===== src/core/tmr_skip_pkg.sv =====
// Shared constants and carrier types for the timer flag skip decoder
package tmr_skip_pkg;

   // Instruction word layout
   localparam int INSTR_W = 10;
   localparam logic [INSTR_W-1:0] OPC_SKIP_TIMER_A = 10'h280;
   localparam logic [INSTR_W-1:0] OPC_SKIP_TIMER_B = 10'h281;

   // Interrupt control register one and its gate bits
   localparam int IRQ_CTRL_W = 4;
   localparam int GATE_A_BIT = 2;
   localparam int GATE_B_BIT = 3;
   localparam logic [IRQ_CTRL_W-1:0] IRQ_CTRL_RST = 4'h0;

   // Register offsets (byte addresses)
   localparam logic [31:0] OFS_IRQ_CTRL = 32'h0000_0000;
   localparam logic [31:0] OFS_FLAGS    = 32'h0000_0004;
   localparam logic [31:0] OFS_STATUS   = 32'h0000_0008;

   // Field positions in the flag and status registers
   localparam int FLAG_A_BIT  = 0;
   localparam int FLAG_B_BIT  = 1;
   localparam int PEND_BIT    = 0;
   localparam int CNT_LSB     = 8;
   localparam int CNT_W       = 8;

   // AXI responses
   localparam logic [1:0] RESP_OKAY   = 2'h0;
   localparam logic [1:0] RESP_SLVERR = 2'h2;

   typedef struct packed {
      logic        awvalid;
      logic [31:0] awaddr;
      logic        wvalid;
      logic [31:0] wdata;
      logic [3:0]  wstrb;
      logic        bready;
      logic        arvalid;
      logic [31:0] araddr;
      logic        rready;
   } axil_req_t;

   typedef struct packed {
      logic        awready;
      logic        wready;
      logic        bvalid;
      logic [1:0]  bresp;
      logic        arready;
      logic        rvalid;
      logic [31:0] rdata;
      logic [1:0]  rresp;
   } axil_rsp_t;

   // Outcome of decoding one instruction word
   typedef struct packed {
      logic takeSkip;
      logic clrA;
      logic clrB;
   } skip_dec_t;

endpackage


===== src/core/timer_flag_skip.sv =====
// Timer flag skip sequencer with AXI4-Lite register access
`timescale 1ns/1ps

module timer_flag_skip (
   input  wire logic                             ref_clk,
   input  wire logic                             rst,
   input  tmr_skip_pkg::axil_req_t               axiReq,
   output tmr_skip_pkg::axil_rsp_t               axiRsp,
   input  wire logic                             instrValid,
   input  wire logic [tmr_skip_pkg::INSTR_W-1:0] instrWord,
   input  wire logic                             timerAEvent,
   input  wire logic                             timerBEvent,
   output logic                                  execValid,
   output logic [tmr_skip_pkg::INSTR_W-1:0]      execWord,
   output logic                                  execSquash,
   output logic                                  timerAIrqFlag,
   output logic                                  timerBIrqFlag
);

   typedef struct packed {
      logic                                  awHeld;
      logic [31:0]                           awAddr;
      logic                                  wHeld;
      logic [31:0]                           wData;
      logic [3:0]                            wStrb;
      tmr_skip_pkg::axil_rsp_t               rsp;
      logic [tmr_skip_pkg::IRQ_CTRL_W-1:0]   irqCtrl;
      logic                                  flagA;
      logic                                  flagB;
      logic                                  skipPending;
      logic [tmr_skip_pkg::CNT_W-1:0]        skipCount;
      logic                                  execValid;
      logic [tmr_skip_pkg::INSTR_W-1:0]      execWord;
      logic                                  execSquash;
   } state_t;

   state_t                  q;
   state_t                  d;
   tmr_skip_pkg::skip_dec_t dec;
   logic                    swClrA;
   logic                    swClrB;
   logic                    liveInstr;

   // Decode against the flags as they stand this cycle
   skip_decode u_dec (
      .instrWord        (instrWord),
      .irqControlRegOne (q.irqCtrl),
      .timerAIrqFlag    (q.flagA),
      .timerBIrqFlag    (q.flagB),
      .dec              (dec)
   );

   // Read data for one register offset
   function automatic logic [31:0] readReg(input logic [31:0] addr,
                                           input state_t      s);
      logic [31:0] v;
      v = 32'h0000_0000;
      if (addr == tmr_skip_pkg::OFS_IRQ_CTRL) begin
         v[tmr_skip_pkg::IRQ_CTRL_W-1:0] = s.irqCtrl;
      end else if (addr == tmr_skip_pkg::OFS_FLAGS) begin
         v[tmr_skip_pkg::FLAG_A_BIT] = s.flagA;
         v[tmr_skip_pkg::FLAG_B_BIT] = s.flagB;
      end else if (addr == tmr_skip_pkg::OFS_STATUS) begin
         v[tmr_skip_pkg::PEND_BIT] = s.skipPending;
         v[tmr_skip_pkg::CNT_LSB +: tmr_skip_pkg::CNT_W] = s.skipCount;
      end
      return v;
   endfunction

   // True for any offset that the block maps
   function automatic logic isMapped(input logic [31:0] addr);
      return (addr == tmr_skip_pkg::OFS_IRQ_CTRL) ||
             (addr == tmr_skip_pkg::OFS_FLAGS) ||
             (addr == tmr_skip_pkg::OFS_STATUS);
   endfunction

   // A skip-marked instruction is swallowed, so it may not act itself
   assign liveInstr = instrValid && !q.skipPending;

   // Next state: bus slave, flags and instruction sequencing
   always_comb begin
      d = q;
      swClrA = 1'b0;
      swClrB = 1'b0;

      // Write channel: address and data accepted in either order
      if (axiReq.bready && q.rsp.bvalid) begin
         d.rsp.bvalid = 1'b0;
      end
      if (axiReq.awvalid && q.rsp.awready) begin
         d.awHeld = 1'b1;
         d.awAddr = axiReq.awaddr;
      end
      if (axiReq.wvalid && q.rsp.wready) begin
         d.wHeld = 1'b1;
         d.wData = axiReq.wdata;
         d.wStrb = axiReq.wstrb;
      end
      if (d.awHeld && d.wHeld && !d.rsp.bvalid) begin
         d.awHeld = 1'b0;
         d.wHeld = 1'b0;
         d.rsp.bvalid = 1'b1;
         d.rsp.bresp = tmr_skip_pkg::RESP_OKAY;
         if (!isMapped(d.awAddr)) begin
            d.rsp.bresp = tmr_skip_pkg::RESP_SLVERR;
         end else if (d.awAddr == tmr_skip_pkg::OFS_IRQ_CTRL) begin
            if (d.wStrb[0]) begin
               d.irqCtrl = d.wData[tmr_skip_pkg::IRQ_CTRL_W-1:0];
            end
         end else if (d.awAddr == tmr_skip_pkg::OFS_FLAGS) begin
            // Write one to clear
            swClrA = d.wStrb[0] && d.wData[tmr_skip_pkg::FLAG_A_BIT];
            swClrB = d.wStrb[0] && d.wData[tmr_skip_pkg::FLAG_B_BIT];
         end
      end
      // Ready only while nothing is parked, so a beat is never dropped
      d.rsp.awready = !d.awHeld && !d.rsp.bvalid;
      d.rsp.wready = !d.wHeld && !d.rsp.bvalid;

      // Read channel: one read in flight, answered from registers
      if (axiReq.rready && q.rsp.rvalid) begin
         d.rsp.rvalid = 1'b0;
      end
      if (axiReq.arvalid && q.rsp.arready) begin
         d.rsp.rvalid = 1'b1;
         d.rsp.rdata = readReg(axiReq.araddr, q);
         d.rsp.rresp = isMapped(axiReq.araddr) ? tmr_skip_pkg::RESP_OKAY
                                               : tmr_skip_pkg::RESP_SLVERR;
      end
      d.rsp.arready = !d.rsp.rvalid;

      // One machine cycle per word; a swallowed word is issued marked and only clears the pending skip
      d.execValid = instrValid;
      if (instrValid) begin
         d.execWord = instrWord;
         d.execSquash = q.skipPending;
         d.skipPending = liveInstr && dec.takeSkip;
         if (liveInstr && dec.takeSkip) begin
            d.skipCount = q.skipCount + 8'h01;
         end
      end

      // Timer events win over any clear in the same cycle
      d.flagA = timerAEvent ||
                (q.flagA && !swClrA && !(liveInstr && dec.clrA));
      d.flagB = timerBEvent ||
                (q.flagB && !swClrB && !(liveInstr && dec.clrB));
   end

   // State register
   always_ff @(posedge ref_clk) begin
      if (rst) begin
         q <= '0;
         q.irqCtrl <= tmr_skip_pkg::IRQ_CTRL_RST;
      end else begin
         q <= d;
      end
   end

   // Outputs come straight from the state register
   assign axiRsp = q.rsp;
   assign execValid = q.execValid;
   assign execWord = q.execWord;
   assign execSquash = q.execSquash;
   assign timerAIrqFlag = q.flagA;
   assign timerBIrqFlag = q.flagB;
endmodule


===== src/core/skip_decode.sv =====
// Decoder for the two timer flag skip instructions
`timescale 1ns/1ps
module skip_decode (
   input  wire logic [tmr_skip_pkg::INSTR_W-1:0]    instrWord,
   input  wire logic [tmr_skip_pkg::IRQ_CTRL_W-1:0] irqControlRegOne,
   input  wire logic                                timerAIrqFlag,
   input  wire logic                                timerBIrqFlag,
   output tmr_skip_pkg::skip_dec_t                  dec
);

   logic isSkipA;
   logic isSkipB;
   logic gateA;
   logic gateB;

   // A set gate bit turns the instruction into a plain no-operation
   always_comb begin
      isSkipA = (instrWord == tmr_skip_pkg::OPC_SKIP_TIMER_A);
      isSkipB = (instrWord == tmr_skip_pkg::OPC_SKIP_TIMER_B);
      gateA   = irqControlRegOne[tmr_skip_pkg::GATE_A_BIT];
      gateB   = irqControlRegOne[tmr_skip_pkg::GATE_B_BIT];
      dec.clrA = isSkipA && !gateA && timerAIrqFlag;
      dec.clrB = isSkipB && !gateB && timerBIrqFlag;
      dec.takeSkip = dec.clrA || dec.clrB;
   end

endmodule


===== config.mk =====
export PLATFORM = sky130hd
export DESIGN_NAME = timer_flag_skip
export DESIGN_NICKNAME = d
export VERILOG_FILES = /design/src/core/tmr_skip_pkg.sv /design/src/core/timer_flag_skip.sv /design/src/core/skip_decode.sv
export SDC_FILE = /design/constraint.sdc
export NUM_CORES = 1
export LEC_CHECK = 0
export BUFFER_PORTS_ARGS = -buffer_cell sky130_fd_sc_hd__buf_2
export CAP_MARGIN = 20
export CORE_MARGIN = 5
export CORE_UTILIZATION = 40
export DETAILED_ROUTE_END_ITERATION = 12
export PLACE_DENSITY = 0.73
export SLEW_MARGIN = 25
export SYNTH_ARGS = -nofsm -noshare
export SYNTH_HDL_FRONTEND = slang
export SYNTH_HIERARCHICAL = 1
export SYNTH_SLANG_ARGS = --single-unit

===== constraint.sdc =====
create_clock -name ref_clk -period 2 [get_ports ref_clk]
set_input_delay 0.1 -clock ref_clk [delete_from_list [all_inputs] [get_ports ref_clk]]
set_output_delay 0.1 -clock ref_clk [all_outputs]
set_load 0.02 [all_outputs]

======== Word level (Yosys, flattened, before mapping) ========
Cells that the tools add are included.
word-level totals
  logic and storage cells ................. 102
  output and inout bits ................... 55
  register bits ........................... 118
  bits of input ports ..................... 120
operators by class
  equal/unequal tests ..................... 6
  $add $sub $neg .......................... 1
  reductions and logical operators ........ 46
  mux-type cells .......................... 26
operators by type and width
  operator              number
  $eq 32x3->1 const B   2
  $eq 32x4->1 const B   2
  $logic_not 32->1      2
  $mux 37               1
  $mux 35               1
  $mux 33               1
  $mux 8                3
  $logic_and 1x1->1     23
  $eq 10x10->1 const B  2
  $mux 1                15
  $logic_not 1->1       12
  $add 8x1->8 const B   1
  $mux 2                4
  $logic_or 1x1->1      7
  $reduce_and 4->1      1
  $mux 3                1
  $reduce_and 2->1      1

======== Depth between registers and ports, before layout ========
Gate-level depths: netlist of run 1.
  depth after elaboration ................. 11
  mapped depth ............................ 7
  mapped depth without buffers ............ 7

======== Cells and area by module ========
The synthesis of run 1 kept the hierarchy.
by module, submodules not included
  module           cells each  sequential area each (um^2)  area an instance (um^2)  times used
  timer_flag_skip  439         1701.6                       3768.6                   1
  skip_decode      8           0.0                          70.1                     1

======== Worst setup path before layout of run 1 ========
OpenSTA, ideal clock, no wires.
  path kind ............................... register -> register
  start point ............................. reg q, in the netlist timerAIrqFlag
  end point ............................... reg q[17] in the netlist's numbering
  setup time .............................. 128 ps
  arrival time ............................ 1934 ps
  path buffers ............................ 0
  required time ........................... 1872 ps
  stages on the path, launching flop included .. 8
  clock period less this slack ............ 2062 ps
  slack ................................... -62 ps
  cells stage by stage .................... dfxtp_1 > or3b_2 > a2111oi_2 > nand3b_1 > nor2_1 > nand3_1 > xor2_1 > nor2_1
RTL lines
  element          line                   RTL
  start, declared  timer_flag_skip.sv:37  state_t q;

======== Worst setup path in the final report of run 1 ========
  start point ............................. in axiReq[95] in the netlist's numbering
  end point ............................... reg q[24] in the netlist's numbering
between the ends
  cells in the longest elaborated chain, start to end .. 5
  elaborated cells between the ends (all ways) .. 7
  those cells by class .................... 2 x eq/ne; 1 x mux; 4 x reduce/logical
ends and longest elaborated chain
  element                                                 line                                                                  RTL
  start, declared                                         timer_flag_skip.sv:7                                                  input tmr_skip_pkg::axil_req_t axiReq,
  $mux 33 *                                               timer_flag_skip.sv:90                                                 if (axiReq.awvalid && q.rsp.awready) begin
  $eq 32x3->1 / $logic_not 32->1 (equally long branches)  timer_flag_skip.sv:73, timer_flag_skip.sv:72, timer_flag_skip.sv:106
  $logic_or 1x1->1                                        timer_flag_skip.sv:72                                                 return (addr == tmr_skip_pkg::OFS_IRQ_CTRL) ||
  $logic_or 1x1->1                                        timer_flag_skip.sv:73                                                 (addr == tmr_skip_pkg::OFS_FLAGS) ||
  $reduce_and 4->1 (no line) *                            --
Mark *: on every way between the ends. The rest lies on a longest branch, timed or not.
A chain may end at the register's enable or synchronous reset.

==> results of run 1 <==
## per-stage QoR
stage	power, W	worst slack, ns	area (µm²)	util	std cells
global placement	0.002292	0.02295	4290	0.4621	656
finish	0.003700	0.04999	4846	0.5220	699
CTS	0.003734	0.02734	4835	0.5208	703
global route	0.003871	0.004583	4846	0.5220	699
detailed placement	0.002307	-0.05371	4290	0.4621	656
floorplan	0.002182	0.01596	3919	-	468
## layout by cell type, fill, tap and decap left out, types with 7 or more instances in the layout
cell and n:
nor4_1 21, clkbuf_8 11, nor2b_1 7, nor2_1 41, a21oi_1 43, mux2i_1 15, a22oi_1 10, dlygate4sd3_1 27
nand3_1 10, conb_1 22, buf_2 117, buf_4 11, nand2_1 76, dfxtp_1 84
## worst max path at each step
stage / startpoint / to / slack [ns] / cells after the start
floorplan: timerAIrqFlag / q[17] / 0.02 / 7
global placement: timerAIrqFlag / q[17] / 0.02 / 7
detailed placement: timerAIrqFlag / q[19] / -0.05 / 7
CTS: instrWord[9] / q[19] / 0.03 / 9
global route: axiReq[93] / q[24] / 0.005 / 7
finish: axiReq[95] / q[24] / 0.05 / 7
## synthesized netlist by cell type, types with 2 or more instances
cell type	count	area (µm²)
dfxtp_1	85	1702
nand2_1	76	285.3
buf_4	51	382.9
a21oi_1	43	215.2
nor2_1	42	157.7
nor4_1	21	131.4
mux2i_1	15	150.1
a22oi_1	10	75.07
clkbuf_1	10	37.54
nand3_1	10	50.05
buf_1	9	33.78
nor2b_1	7	43.79
nand4_1	6	37.54
nor3_1	6	30.03
xor2_1	6	52.55
nand2b_1	5	31.28
nand3b_1	5	37.54
mux2_1	4	45.04
or3_1	3	18.77
a21o_1	2	15.01
a32oi_1	2	17.52
and2_1	2	12.51
nand4b_1	2	17.52
o41a_1	2	22.52
## area by class of cell
type / count / area, µm² / share of cell area
clock inverters: 5 / 82.58 / 0.01704
flip-flops and latches: 85 / 1703 / 0.3514
well taps: 129 / 161.4 / 0.03331
inverters: 1 / 3.754 / 0.0007746
repair buffers: 158 / 975.9 / 0.2014
multi-input cells: 310 / 1768 / 0.3648
clock buffers: 11 / 151.4 / 0.03124
## metal layers
| metal | routed length (µm) | up-vias | share of wire | GRT usage |
|---|---|---|---|---|
| li1 | - | 1702 | - | - |
| met1 | 4020 | 1589 | 0.40 | 0.1852 |
| met2 | 4984 | 134 | 0.50 | 0.3037 |
| met3 | 596 | 35 | 0.060 | 0.02806 |
| met4 | 365 | 0 | 0.037 | 0.09017 |
| met5 | 0 | - | 0 | 0 |
## worst register-to-register path, stage by stage (launching register included)
cell and delay, ns:
dfxtp_2 0.33, or3b_4 0.40, a2111oi_4 0.35, and2_1 0.26, nand4_1 0.14, xor2_1 0.17, nor2_1 0.05
## report_power, final
group / internal [W] / switching, W
logic: 0.000221 / 0.000303
registers: 0.00176 / 0.0000368
clock network: 0.000774 / 0.000605
total: 0.00276 / 0.000945
## repair_timing
item	in CTS	in global routing
setup buffers	1	0
endpoints found under the setup margin	3	7
hold endpoints to repair	30	0
resized for setup	1	7
pin swaps	1	6
hold buffers	30	0
## flip-flops by register name, summed over array words and instances, names as in the netlist
name / cells
q: 52
execWord: 10
timerBIrqFlag: 1
axiRsp: 19
execSquash: 1
execValid: 1
timerAIrqFlag: 1
## logic make-up (layout without fill, tap and decap cells)
group / count (synthesis) / in the layout
buffers and inverters: 73 / 175
xor gates and xnor gates: 7 / 7
DFF: 85 / 85
other: 1 / 22
adders and majority gates: 1 / 1
and+or+nand+nor: 195 / 195
AOI/OAI and AO/OA: 65 / 65
muxes: 20 / 20
==> results_tabular.tex, run 1 <==
\begin{tabular}{lr}
\hline
Metric & Value \\
\hline
\multicolumn{2}{l}{\textbf{STA}} \\
\quad Actual slew at the worst max-slew pin & 0.7091 ns \\
\quad Final hold violation count & 0 \\
\quad Post-route clock period utilization & 0.9750 \\
\quad Worst clock skew & 0.01393 ns \\
\quad Final Max Slew Viols & 0 \\
\quad RSZ-0062 raised after global routing & false \\
\quad Count of final setup violators & 0 \\
\quad Fin Setup TNS & 0 ns \\
\quad Worst rel slew slack & 0.5272 \\
\quad Post-Route Hold Slack & 0.01309 ns \\
\quad Achievable frequency & 512.8 MHz \\
\quad Final critical-path required period & 1.950 ns \\
\multicolumn{2}{l}{\textbf{Yosys}} \\
\quad Total number of yosys warnings & 6 \\
\quad Number of synthesized flops with an enable pin & 0 \\
\quad Top\_reg\_cell synth & dfxtp\_1 \\
\quad Arithmetic-cell share of the synthesized area counting full adders, half adders and majority gates & 0.003259 \\
\quad Xor/xnor share of the synthesized area & 0.01597 \\
\quad Proportion of synthesized chip area in sequential cells & 0.4433 \\
\quad Average size of a mapped cell & 8.588 µm² \\
\quad Mux cell area share after synthesis & 0.05378 \\
\quad Share of synthesized flip-flops with an asynchronous set or reset & 0 \\
\quad Post-Syn Area & 3839 µm² \\
\quad Cell count after synthesis & 447 \\
\quad Simple-gate share of the synthesized area & 0.2497 \\
\quad Distinct cells, synth & 47 \\
\quad Number of synthesized register bits & 85 \\
\quad Dominant combinational cell family by area after synthesis & simple AND/OR/NAND/NOR gates \\
\quad Synth Area in Compound Gates & 0.1095 \\
\multicolumn{2}{l}{\textbf{GRT}} \\
\quad First-pass GRT wire length & 15810 µm \\
\quad Total GRT Usage & 0.1672 \\
\quad Antenna violations before repair & 0 \\
\quad Via count of the first global-routing pass & 3478 \\
\quad Total grt overflow & 0 \\
\quad Maximum number of pins on one net before global-route repair & 40 \\
\multicolumn{2}{l}{\textbf{Detailed routing}} \\
\quad First-iteration detailed-routing DRC count & 108 \\
\quad Wirelength per Cell & 14.26 µm \\
\quad Via total after detailed routing & 3460 \\
\quad First-pass DRT Iterations & 4 \\
\quad Number of design rule violations left after detail routing & 0 \\
\quad Wire length after detailed routing & 9967 µm \\
\quad Number of antenna-violating nets in the routed design & 0 \\
\quad Average vias per placed instance & 4.950 \\
\multicolumn{2}{l}{\textbf{Setup path}} \\
\quad Classification of the worst setup path & in2reg \\
\quad Combined buffer and inverter count along the critical path & 2 \\
\quad Required arrival time at the worst endpoint & 2.23 ns \\
\quad Cell with the largest stage delay on the worst path & dlygate4sd3\_1 \\
\quad Critical path arrival & 2.18 ns \\
\quad Top Family by Delay on Critical Path & simple AND/OR/NAND/NOR gates \\
\quad Critical path, cell by cell & dlygate4sd3\_1 -> buf\_2 -> nor4\_1 -> nand4\_1 -> o22ai\_2 -> nand4b\_1 -> mux2\_1 \\
\quad Worst setup EP type & register \\
\quad R2R Path End & q[16] \\
\quad Worst R2R Setup Slack & 0.19 ns \\
\quad Critical path peak fanout & 3 \\
\quad R2r startpoint & timerAIrqFlag \\
\quad Reg2Reg Depth & 6 \\
\quad Maximum cell stage delay along the critical path & 0.54 ns \\
\quad Critical path launch point type & input pin \\
\multicolumn{2}{l}{\textbf{Placement}} \\
\quad Number of buffers inserted by port buffering & 121 \\
\quad Post-detail-place hpwl & 7377 µm \\
\quad Global placement routability congestion & 0.7666 \\
\multicolumn{2}{l}{\textbf{Min path}} \\
\quad Min-Delay Path Class & in2reg \\
\quad Hold Crit Endpoint & execWord[3] \\
\quad Worst hold path cell count & 3 \\
\quad Hold path startpoint & instrWord[3] \\
\multicolumn{2}{l}{\textbf{Clock tree}} \\
\quad CTS tree & built \\
\quad Insertion delay to the later sink of the worst-skew pair & 0.35 ns \\
\quad Clock sink count & 85 \\
\quad H-Tree Depth & 3 \\
\quad TritonCTS buffer count & 9 \\
\quad Post-CTS clock slew at the launch and capture registers of the worst setup and hold paths & 0.09 ns \\
\quad Number of buffers on the longest clock path & 2 \\
\quad Clock root buffer & clkbuf\_8 \\
\multicolumn{2}{l}{\textbf{Floorplan}} \\
\quad Std cell rows & 35 \\
\quad Die boundary height & 108.0 µm \\
\quad Initial standard-cell utilization of the core & 0.4135 \\
\quad Core footprint & 9284 µm² \\
\quad Horizontal die dimension & 108.0 µm \\
\quad DIE AREA & 11660 µm² \\
\quad I/O pin total & 175 \\
\multicolumn{2}{l}{\textbf{Cells and area}} \\
\quad Final net count & 686 \\
\quad Proportion of layout cells with a drive suffix above 1 & 0.2789 \\
\quad Number of diodes added for antenna fixing & 0 \\
\quad Layout-stage area growth over the synthesis result & 26.24\% \\
\quad Fillcell total & 885 \\
\multicolumn{2}{l}{\textbf{Outcome}} \\
\quad Status & finished clean \\
\multicolumn{2}{l}{\textbf{Power}} \\
\quad Worst-case vdd ir drop & 0.5132 mV \\
\quad Total leakage power & 2.133 nW \\
\quad Power density normalized to cell area & 763.6 nW/µm² \\
\multicolumn{2}{l}{\textbf{Run}} \\
\quad Max cap viols & 0 \\
\hline
\end{tabular}
No activity file was read; power rests on OpenSTA's default activity.
==> inputs of run 2 (changes only) <==
CTS_CLUSTER_SIZE = 30   (was not set)
PLACE_DENSITY = 0.76   (was 0.73)
==> run 2 against run 1 <==
  * Worst hold slack worse by 0.0019 ns
  * Final cell count down 0.57%
  * Critical endpoint is now q[26]
  * Global-route usage fell by 0.66 points
  * First-iteration DRC count increased by 39%
  * Register-to-register slack lost 0.04 ns
  * Die area unchanged
  * Clock power grew 8%
  * Via count fell by 1.6%
==> results_tabular.tex, run 2 (same netlist as run 1, synthesis figures left out) <==
\begin{tabular}{lr}
\hline
Metric & Value \\
\hline
\multicolumn{2}{l}{\textbf{Detailed routing}} \\
\quad Number of antenna-violating nets in the routed design & 0 \\
\quad First-pass DRT Iterations & 4 \\
\quad Average vias per placed instance & 4.901 \\
\quad Wire length after detailed routing & 9854 µm \\
\quad First-iteration detailed-routing DRC count & 150 \\
\quad Number of design rule violations left after detail routing & 0 \\
\quad Wirelength per Cell & 14.18 µm \\
\quad Via total after detailed routing & 3406 \\
\multicolumn{2}{l}{\textbf{Clock tree}} \\
\quad Clock root buffer & clkbuf\_8 \\
\quad Clock sink count & 85 \\
\quad Insertion delay to the later sink of the worst-skew pair & 0.35 ns \\
\quad TritonCTS buffer count & 9 \\
\quad Post-CTS clock slew at the launch and capture registers of the worst setup and hold paths & 0.08 ns \\
\quad CTS tree & built \\
\quad H-Tree Depth & 3 \\
\quad Number of buffers on the longest clock path & 2 \\
\quad Post-CTS setup buffer count & 0 \\
\multicolumn{2}{l}{\textbf{Setup path}} \\
\quad Critical path, cell by cell & dlygate4sd3\_1 -> or4\_4 -> o41ai\_4 -> nand4b\_1 -> mux2\_4 \\
\quad Classification of the worst setup path & in2reg \\
\quad Critical path peak fanout & 3 \\
\quad Critical path launch point type & input pin \\
\quad Critical path arrival & 2.13 ns \\
\quad Required arrival time at the worst endpoint & 2.24 ns \\
\quad Cell with the largest stage delay on the worst path & dlygate4sd3\_1 \\
\quad Worst setup EP type & register \\
\quad Maximum cell stage delay along the critical path & 0.56 ns \\
\multicolumn{2}{l}{\textbf{Cells and area}} \\
\quad Number of diodes added for antenna fixing & 0 \\
\quad Layout-stage area growth over the synthesis result & 25.68\% \\
\quad Register name with the most flops & q \\
\quad Commonest cells after routing, fill and taps aside & buf\_2, dfxtp\_1, nand2\_1, a21oi\_1, nor2\_1 \\
\quad Proportion of layout cells with a drive suffix above 1 & 0.2809 \\
\quad Most common cell after layout, fill and taps aside & buf\_2 \\
\quad Final net count & 682 \\
\quad Post-Layout Cell Count & 695 \\
\quad Fillcell total & 904 \\
\quad Flip-flop count of the largest register, all copies and words added & 52 \\
\multicolumn{2}{l}{\textbf{Floorplan}} \\
\quad Std cell rows & 35 \\
\quad I/O pin total & 175 \\
\quad Core footprint & 9284 µm² \\
\quad Initial standard-cell utilization of the core & 0.4135 \\
\quad DIE AREA & 11660 µm² \\
\quad Die boundary height & 108.0 µm \\
\quad Horizontal die dimension & 108.0 µm \\
\multicolumn{2}{l}{\textbf{GRT}} \\
\quad Maximum number of pins on one net before global-route repair & 33 \\
\quad Global routing met2 resource utilization & 0.2895 \\
\quad Via count of the first global-routing pass & 3257 \\
\quad Met1 Usage GRT & 0.1883 \\
\quad First-pass GRT wire length & 15100 µm \\
\quad Busiest grt layer & met2 \\
\quad GR Layer Usage met3 & 0.03164 \\
\quad Total grt overflow & 0 \\
\quad Total GRT Usage & 0.1606 \\
\quad Antenna violations before repair & 0 \\
\multicolumn{2}{l}{\textbf{Power}} \\
\quad Power density normalized to cell area & 787.6 nW/µm² \\
\quad Worst-case vdd ir drop & 0.3863 mV \\
\quad Total leakage power & 2.110 nW \\
\multicolumn{2}{l}{\textbf{Run}} \\
\quad Max cap viols & 0 \\
\multicolumn{2}{l}{\textbf{STA}} \\
\quad Actual slew at the worst max-slew pin & 0.5807 ns \\
\quad Final critical-path required period & 1.895 ns \\
\quad Final worst setup slack & 0.1055 ns \\
\quad Fin Setup TNS & 0 ns \\
\quad Achievable frequency & 527.8 MHz \\
\quad Post-route clock period utilization & 0.9473 \\
\quad Final hold violation count & 0 \\
\quad RSZ-0062 raised after global routing & false \\
\quad Count of final setup violators & 0 \\
\quad Final Max Slew Viols & 0 \\
\quad Worst rel slew slack & 0.6129 \\
\quad Worst clock skew & 0.01083 ns \\
\multicolumn{2}{l}{\textbf{Min path}} \\
\quad Min-Delay Path Class & in2reg \\
\multicolumn{2}{l}{\textbf{Placement}} \\
\quad Number of placed instances, taps included & 654 \\
\quad Post-detail-place hpwl & 7271 µm \\
\quad Global placement routability congestion & 0.7841 \\
\quad Number of buffers inserted by port buffering & 121 \\
\quad Setup WS pre-CTS & 0.02830 ns \\
\multicolumn{2}{l}{\textbf{Outcome}} \\
\quad Status & finished clean \\
\hline
\end{tabular}
-- run 2: area by class of cell --
cell class              instances  area [µm²]  area share
flip-flops and latches         85        1703      0.3530
clock buffers                  10       137.6     0.02853
repair buffers                154       935.9      0.1940
clock inverters                 6       110.1     0.02282
inverters                       1       3.754   0.0007780
well taps                     129       161.4     0.03345
multi-input cells             310        1773      0.3675
-- run 2: where the power goes --
group          leakage (nW)  switching, W  internal, W
sequential            0.693     0.0000371      0.00176
clock                 0.119      0.000623     0.000862
combinational          1.30      0.000302     0.000216
total                  2.11      0.000962      0.00284
-- run 2: final timing paths --
check | slack, ns | from | cells past startpoint | endpoint
max | 0.11 | axiReq[83] | 5 | q[26]
min reg2reg | 0.46 | q[116] | 2 | q[116]
max reg2reg | 0.15 | q[25] | 7 | q[19]
min | 0.01 | axiReq[80] | 3 | q[113]
-- run 2: critical path, delay by kind of cell --
family | cells | cell delay [ns]
mux | 1 | 0.34
buf+inv | 1 | 0.56
compound gates | 1 | 0.44
simple gates | 2 | 0.69
-- run 2: per-stage QoR --
| step | instance area [µm²] | util | power (W) | hold WS [ns] |
|---|---|---|---|---|
| finish | 4825 | 0.5197 | 0.003800 | 0.01121 |
| global route | 4825 | 0.5197 | 0.003948 | 0.002144 |
| CTS | 4803 | 0.5174 | 0.003818 | 0.0003775 |
| detailed placement | 4275 | 0.4605 | 0.002305 | 0.3605 |
| global placement | 4275 | 0.4605 | 0.002291 | 0.3472 |
| floorplan | 3919 | - | 0.002182 | 0.2360 |
-- run 2: timing repair --
action                                 4_1_cts  5_1_grt
gates resized for setup                      0        9
hold buffers                                28        0
endpoints found under the hold margin       28        0
setup endpoints to repair                    0        5
-- run 2: per-layer routing --
layer / vias up / part of all wire
met5: - / 0
met2: 127 / 0.49
met4: 0 / 0.017
met1: 1565 / 0.42
met3: 14 / 0.074
li1: 1700 / -
==> inputs of run 3 (changes only) <==
GPL_TIMING_DRIVEN = 0   (was not set)
==> run 3 against run 2 <==
  * Critical path depth up 1
  * Clock power down 9%
  * Utilization up 4.4 points
  * Design area up 8.4%
  * Sequential share of layout area down 2.7 points
  * Power down 1.1%
  * First-iteration DRC count up 35%
  * Routed wire length up 16%
==> results_tabular.tex, run 3 (same netlist as run 1, synthesis figures left out) <==
\begin{tabular}{lr}
\hline
Metric & Value \\
\hline
\multicolumn{2}{l}{\textbf{Setup path}} \\
\quad Critical path peak fanout & 3 \\
\quad Top Family by Delay on Critical Path & simple AND/OR/NAND/NOR gates \\
\quad Required arrival time at the worst endpoint & 2.23 ns \\
\quad Classification of the worst setup path & in2reg \\
\quad Combined buffer and inverter count along the critical path & 2 \\
\quad Cell with the largest stage delay on the worst path & or4\_4 \\
\quad Critical path arrival & 2.16 ns \\
\quad Maximum cell stage delay along the critical path & 0.54 ns \\
\quad Critical path launch point type & input pin \\
\quad Worst setup EP type & register \\
\quad Critical path, cell by cell & dlygate4sd3\_1 -> buf\_2 -> or4\_4 -> o41ai\_4 -> nand3\_2 -> o41a\_1 \\
\multicolumn{2}{l}{\textbf{Floorplan}} \\
\quad Die boundary height & 108.0 µm \\
\quad Std cell rows & 35 \\
\quad Horizontal die dimension & 108.0 µm \\
\quad I/O pin total & 175 \\
\quad Core footprint & 9284 µm² \\
\quad DIE AREA & 11660 µm² \\
\quad Initial standard-cell utilization of the core & 0.4135 \\
\multicolumn{2}{l}{\textbf{Cells and area}} \\
\quad Layout-stage area growth over the synthesis result & 36.21\% \\
\quad Proportion of layout cells with a drive suffix above 1 & 0.3186 \\
\quad Most common cell after layout, fill and taps aside & buf\_2 \\
\quad Commonest cells after routing, fill and taps aside & buf\_2, dfxtp\_1, nand2\_1, buf\_4, a21oi\_1 \\
\quad Multi-input gate area & 1759 µm² \\
\quad Sequential cell area & 1703 µm² \\
\quad Flip-flop count of the largest register, all copies and words added & 52 \\
\quad Core occupancy in the finished layout & 0.5632 \\
\quad Final net count & 750 \\
\quad Fillcell total & 846 \\
\quad Register name with the most flops & q \\
\multicolumn{2}{l}{\textbf{STA}} \\
\quad Actual slew at the worst max-slew pin & 0.6673 ns \\
\quad Final Max Slew Viols & 0 \\
\quad Post-route clock period utilization & 0.9661 \\
\quad Post-Route Hold Slack & 0.01179 ns \\
\quad Achievable frequency & 517.6 MHz \\
\quad Count of final setup violators & 0 \\
\quad Worst rel slew slack & 0.5551 \\
\quad Final critical-path required period & 1.932 ns \\
\quad Worst clock skew & 0.01278 ns \\
\quad RSZ-0062 raised after global routing & false \\
\quad Final hold violation count & 0 \\
\multicolumn{2}{l}{\textbf{GRT}} \\
\quad Met1 Usage GRT & 0.2092 \\
\quad First-pass GRT wire length & 17530 µm \\
\quad Total GRT Usage & 0.1898 \\
\quad Maximum number of pins on one net before global-route repair & 15 \\
\quad Via count of the first global-routing pass & 3743 \\
\quad Antenna violations before repair & 1 \\
\quad GR Layer Usage met3 & 0.05015 \\
\quad Global routing met2 resource utilization & 0.3428 \\
\quad Total grt overflow & 0 \\
\quad Busiest grt layer & met2 \\
\multicolumn{2}{l}{\textbf{Detailed routing}} \\
\quad Number of antenna-violating nets in the routed design & 0 \\
\quad Number of design rule violations left after detail routing & 0 \\
\quad Wirelength per Cell & 14.98 µm \\
\quad Wire length after detailed routing & 11450 µm \\
\quad First-pass DRT Iterations & 6 \\
\quad Average vias per placed instance & 4.986 \\
\quad First-iteration detailed-routing DRC count & 202 \\
\quad Via total after detailed routing & 3809 \\
\multicolumn{2}{l}{\textbf{Clock tree}} \\
\quad Clock root buffer & clkbuf\_8 \\
\quad Clock sink count & 85 \\
\quad Number of buffers on the longest clock path & 2 \\
\quad Post-CTS clock slew at the launch and capture registers of the worst setup and hold paths & 0.08 ns \\
\quad Insertion delay to the later sink of the worst-skew pair & 0.35 ns \\
\quad CTS tree & built \\
\quad TritonCTS buffer count & 9 \\
\quad H-Tree Depth & 3 \\
\multicolumn{2}{l}{\textbf{Run}} \\
\quad Max cap viols & 0 \\
\multicolumn{2}{l}{\textbf{Min path}} \\
\quad Min-Delay Path Class & in2reg \\
\multicolumn{2}{l}{\textbf{Placement}} \\
\quad Post-detail-place hpwl & 8211 µm \\
\quad Number of buffers inserted by port buffering & 119 \\
\quad Global placement routability congestion & 0.8578 \\
\multicolumn{2}{l}{\textbf{Outcome}} \\
\quad Status & finished clean \\
\multicolumn{2}{l}{\textbf{Power}} \\
\quad Total leakage power & 2.352 nW \\
\quad Power density normalized to cell area & 719.1 nW/µm² \\
\quad Worst-case vdd ir drop & 0.3324 mV \\
\hline
\end{tabular}
==> run 3: final timing paths <==
check	startpoint	to	slack [ns]	cells after the start
worst max-delay path	axiReq[83]	timerBIrqFlag	0.07	6
worst min-delay path	axiReq[80]	q[113]	0.01	3
worst max register to register	q[25]	q[19]	0.10	7
worst min register to register	q[121]	q[121]	0.46	2
==> run 3: final cells by class <==
type	instances	area share
Timing Repair Buffer	150	0.1728
Multi-Input combinational cell	310	0.3364
Inverter	1	0.0007179
Clock buffer	11	0.02704
Tap cell	129	0.03087
Antenna cell	1	0.0004786
Sequential cell	85	0.3257
Buffer	72	0.08997
Clock inverter	5	0.01603
==> run 3: per-stage QoR <==
step	std cells	area, µm²	power (W)	setup WS, ns	setup TNS [ns]
after floorplan	468	3919	0.002182	0.01596	0
after global placement	716	4676	0.002370	-0.1028	-0.1856
after detailed placement	716	4676	0.002385	-0.1396	-0.2681
after CTS	762	5201	0.003774	0.01027	0
after global routing	763	5226	0.003915	0.004101	0
final	764	5229	0.003760	0.06787	0
==> run 3: worst register-to-register path: cells and delay by family (launching register included) <==
| kind | cells | cell delay [ns] |
|---|---|---|
| AND/OR/NAND/NOR | 5 | 0.91 |
| AO/OA/AOI/OAI | 1 | 0.38 |
| flip-flops | 1 | 0.34 |
| XOR/XNOR | 1 | 0.15 |
==> run 3: repair_timing <==
action,CTS,global route
endpoints found under the setup margin,3,5
hold endpoints to repair,29,0
hold buffers,29,0
gates cloned,0,0
buffers inserted,1,2
pin swaps,2,3
gates resized for setup,1,2
==> run 3: routing by layer <==
metal,vias up,share of wire
met1,1715,0.40
met2,206,0.48
met3,51,0.081
li1,1835,-
met4,2,0.035
met5,-,0.00061
==> run 3: power by group <==
group	switching (W)	internal (W)	total [W]
combinational	0.000334	0.000275	0.000609
clock	0.000610	0.000740	0.00135
sequential	0.0000405	0.00176	0.00180
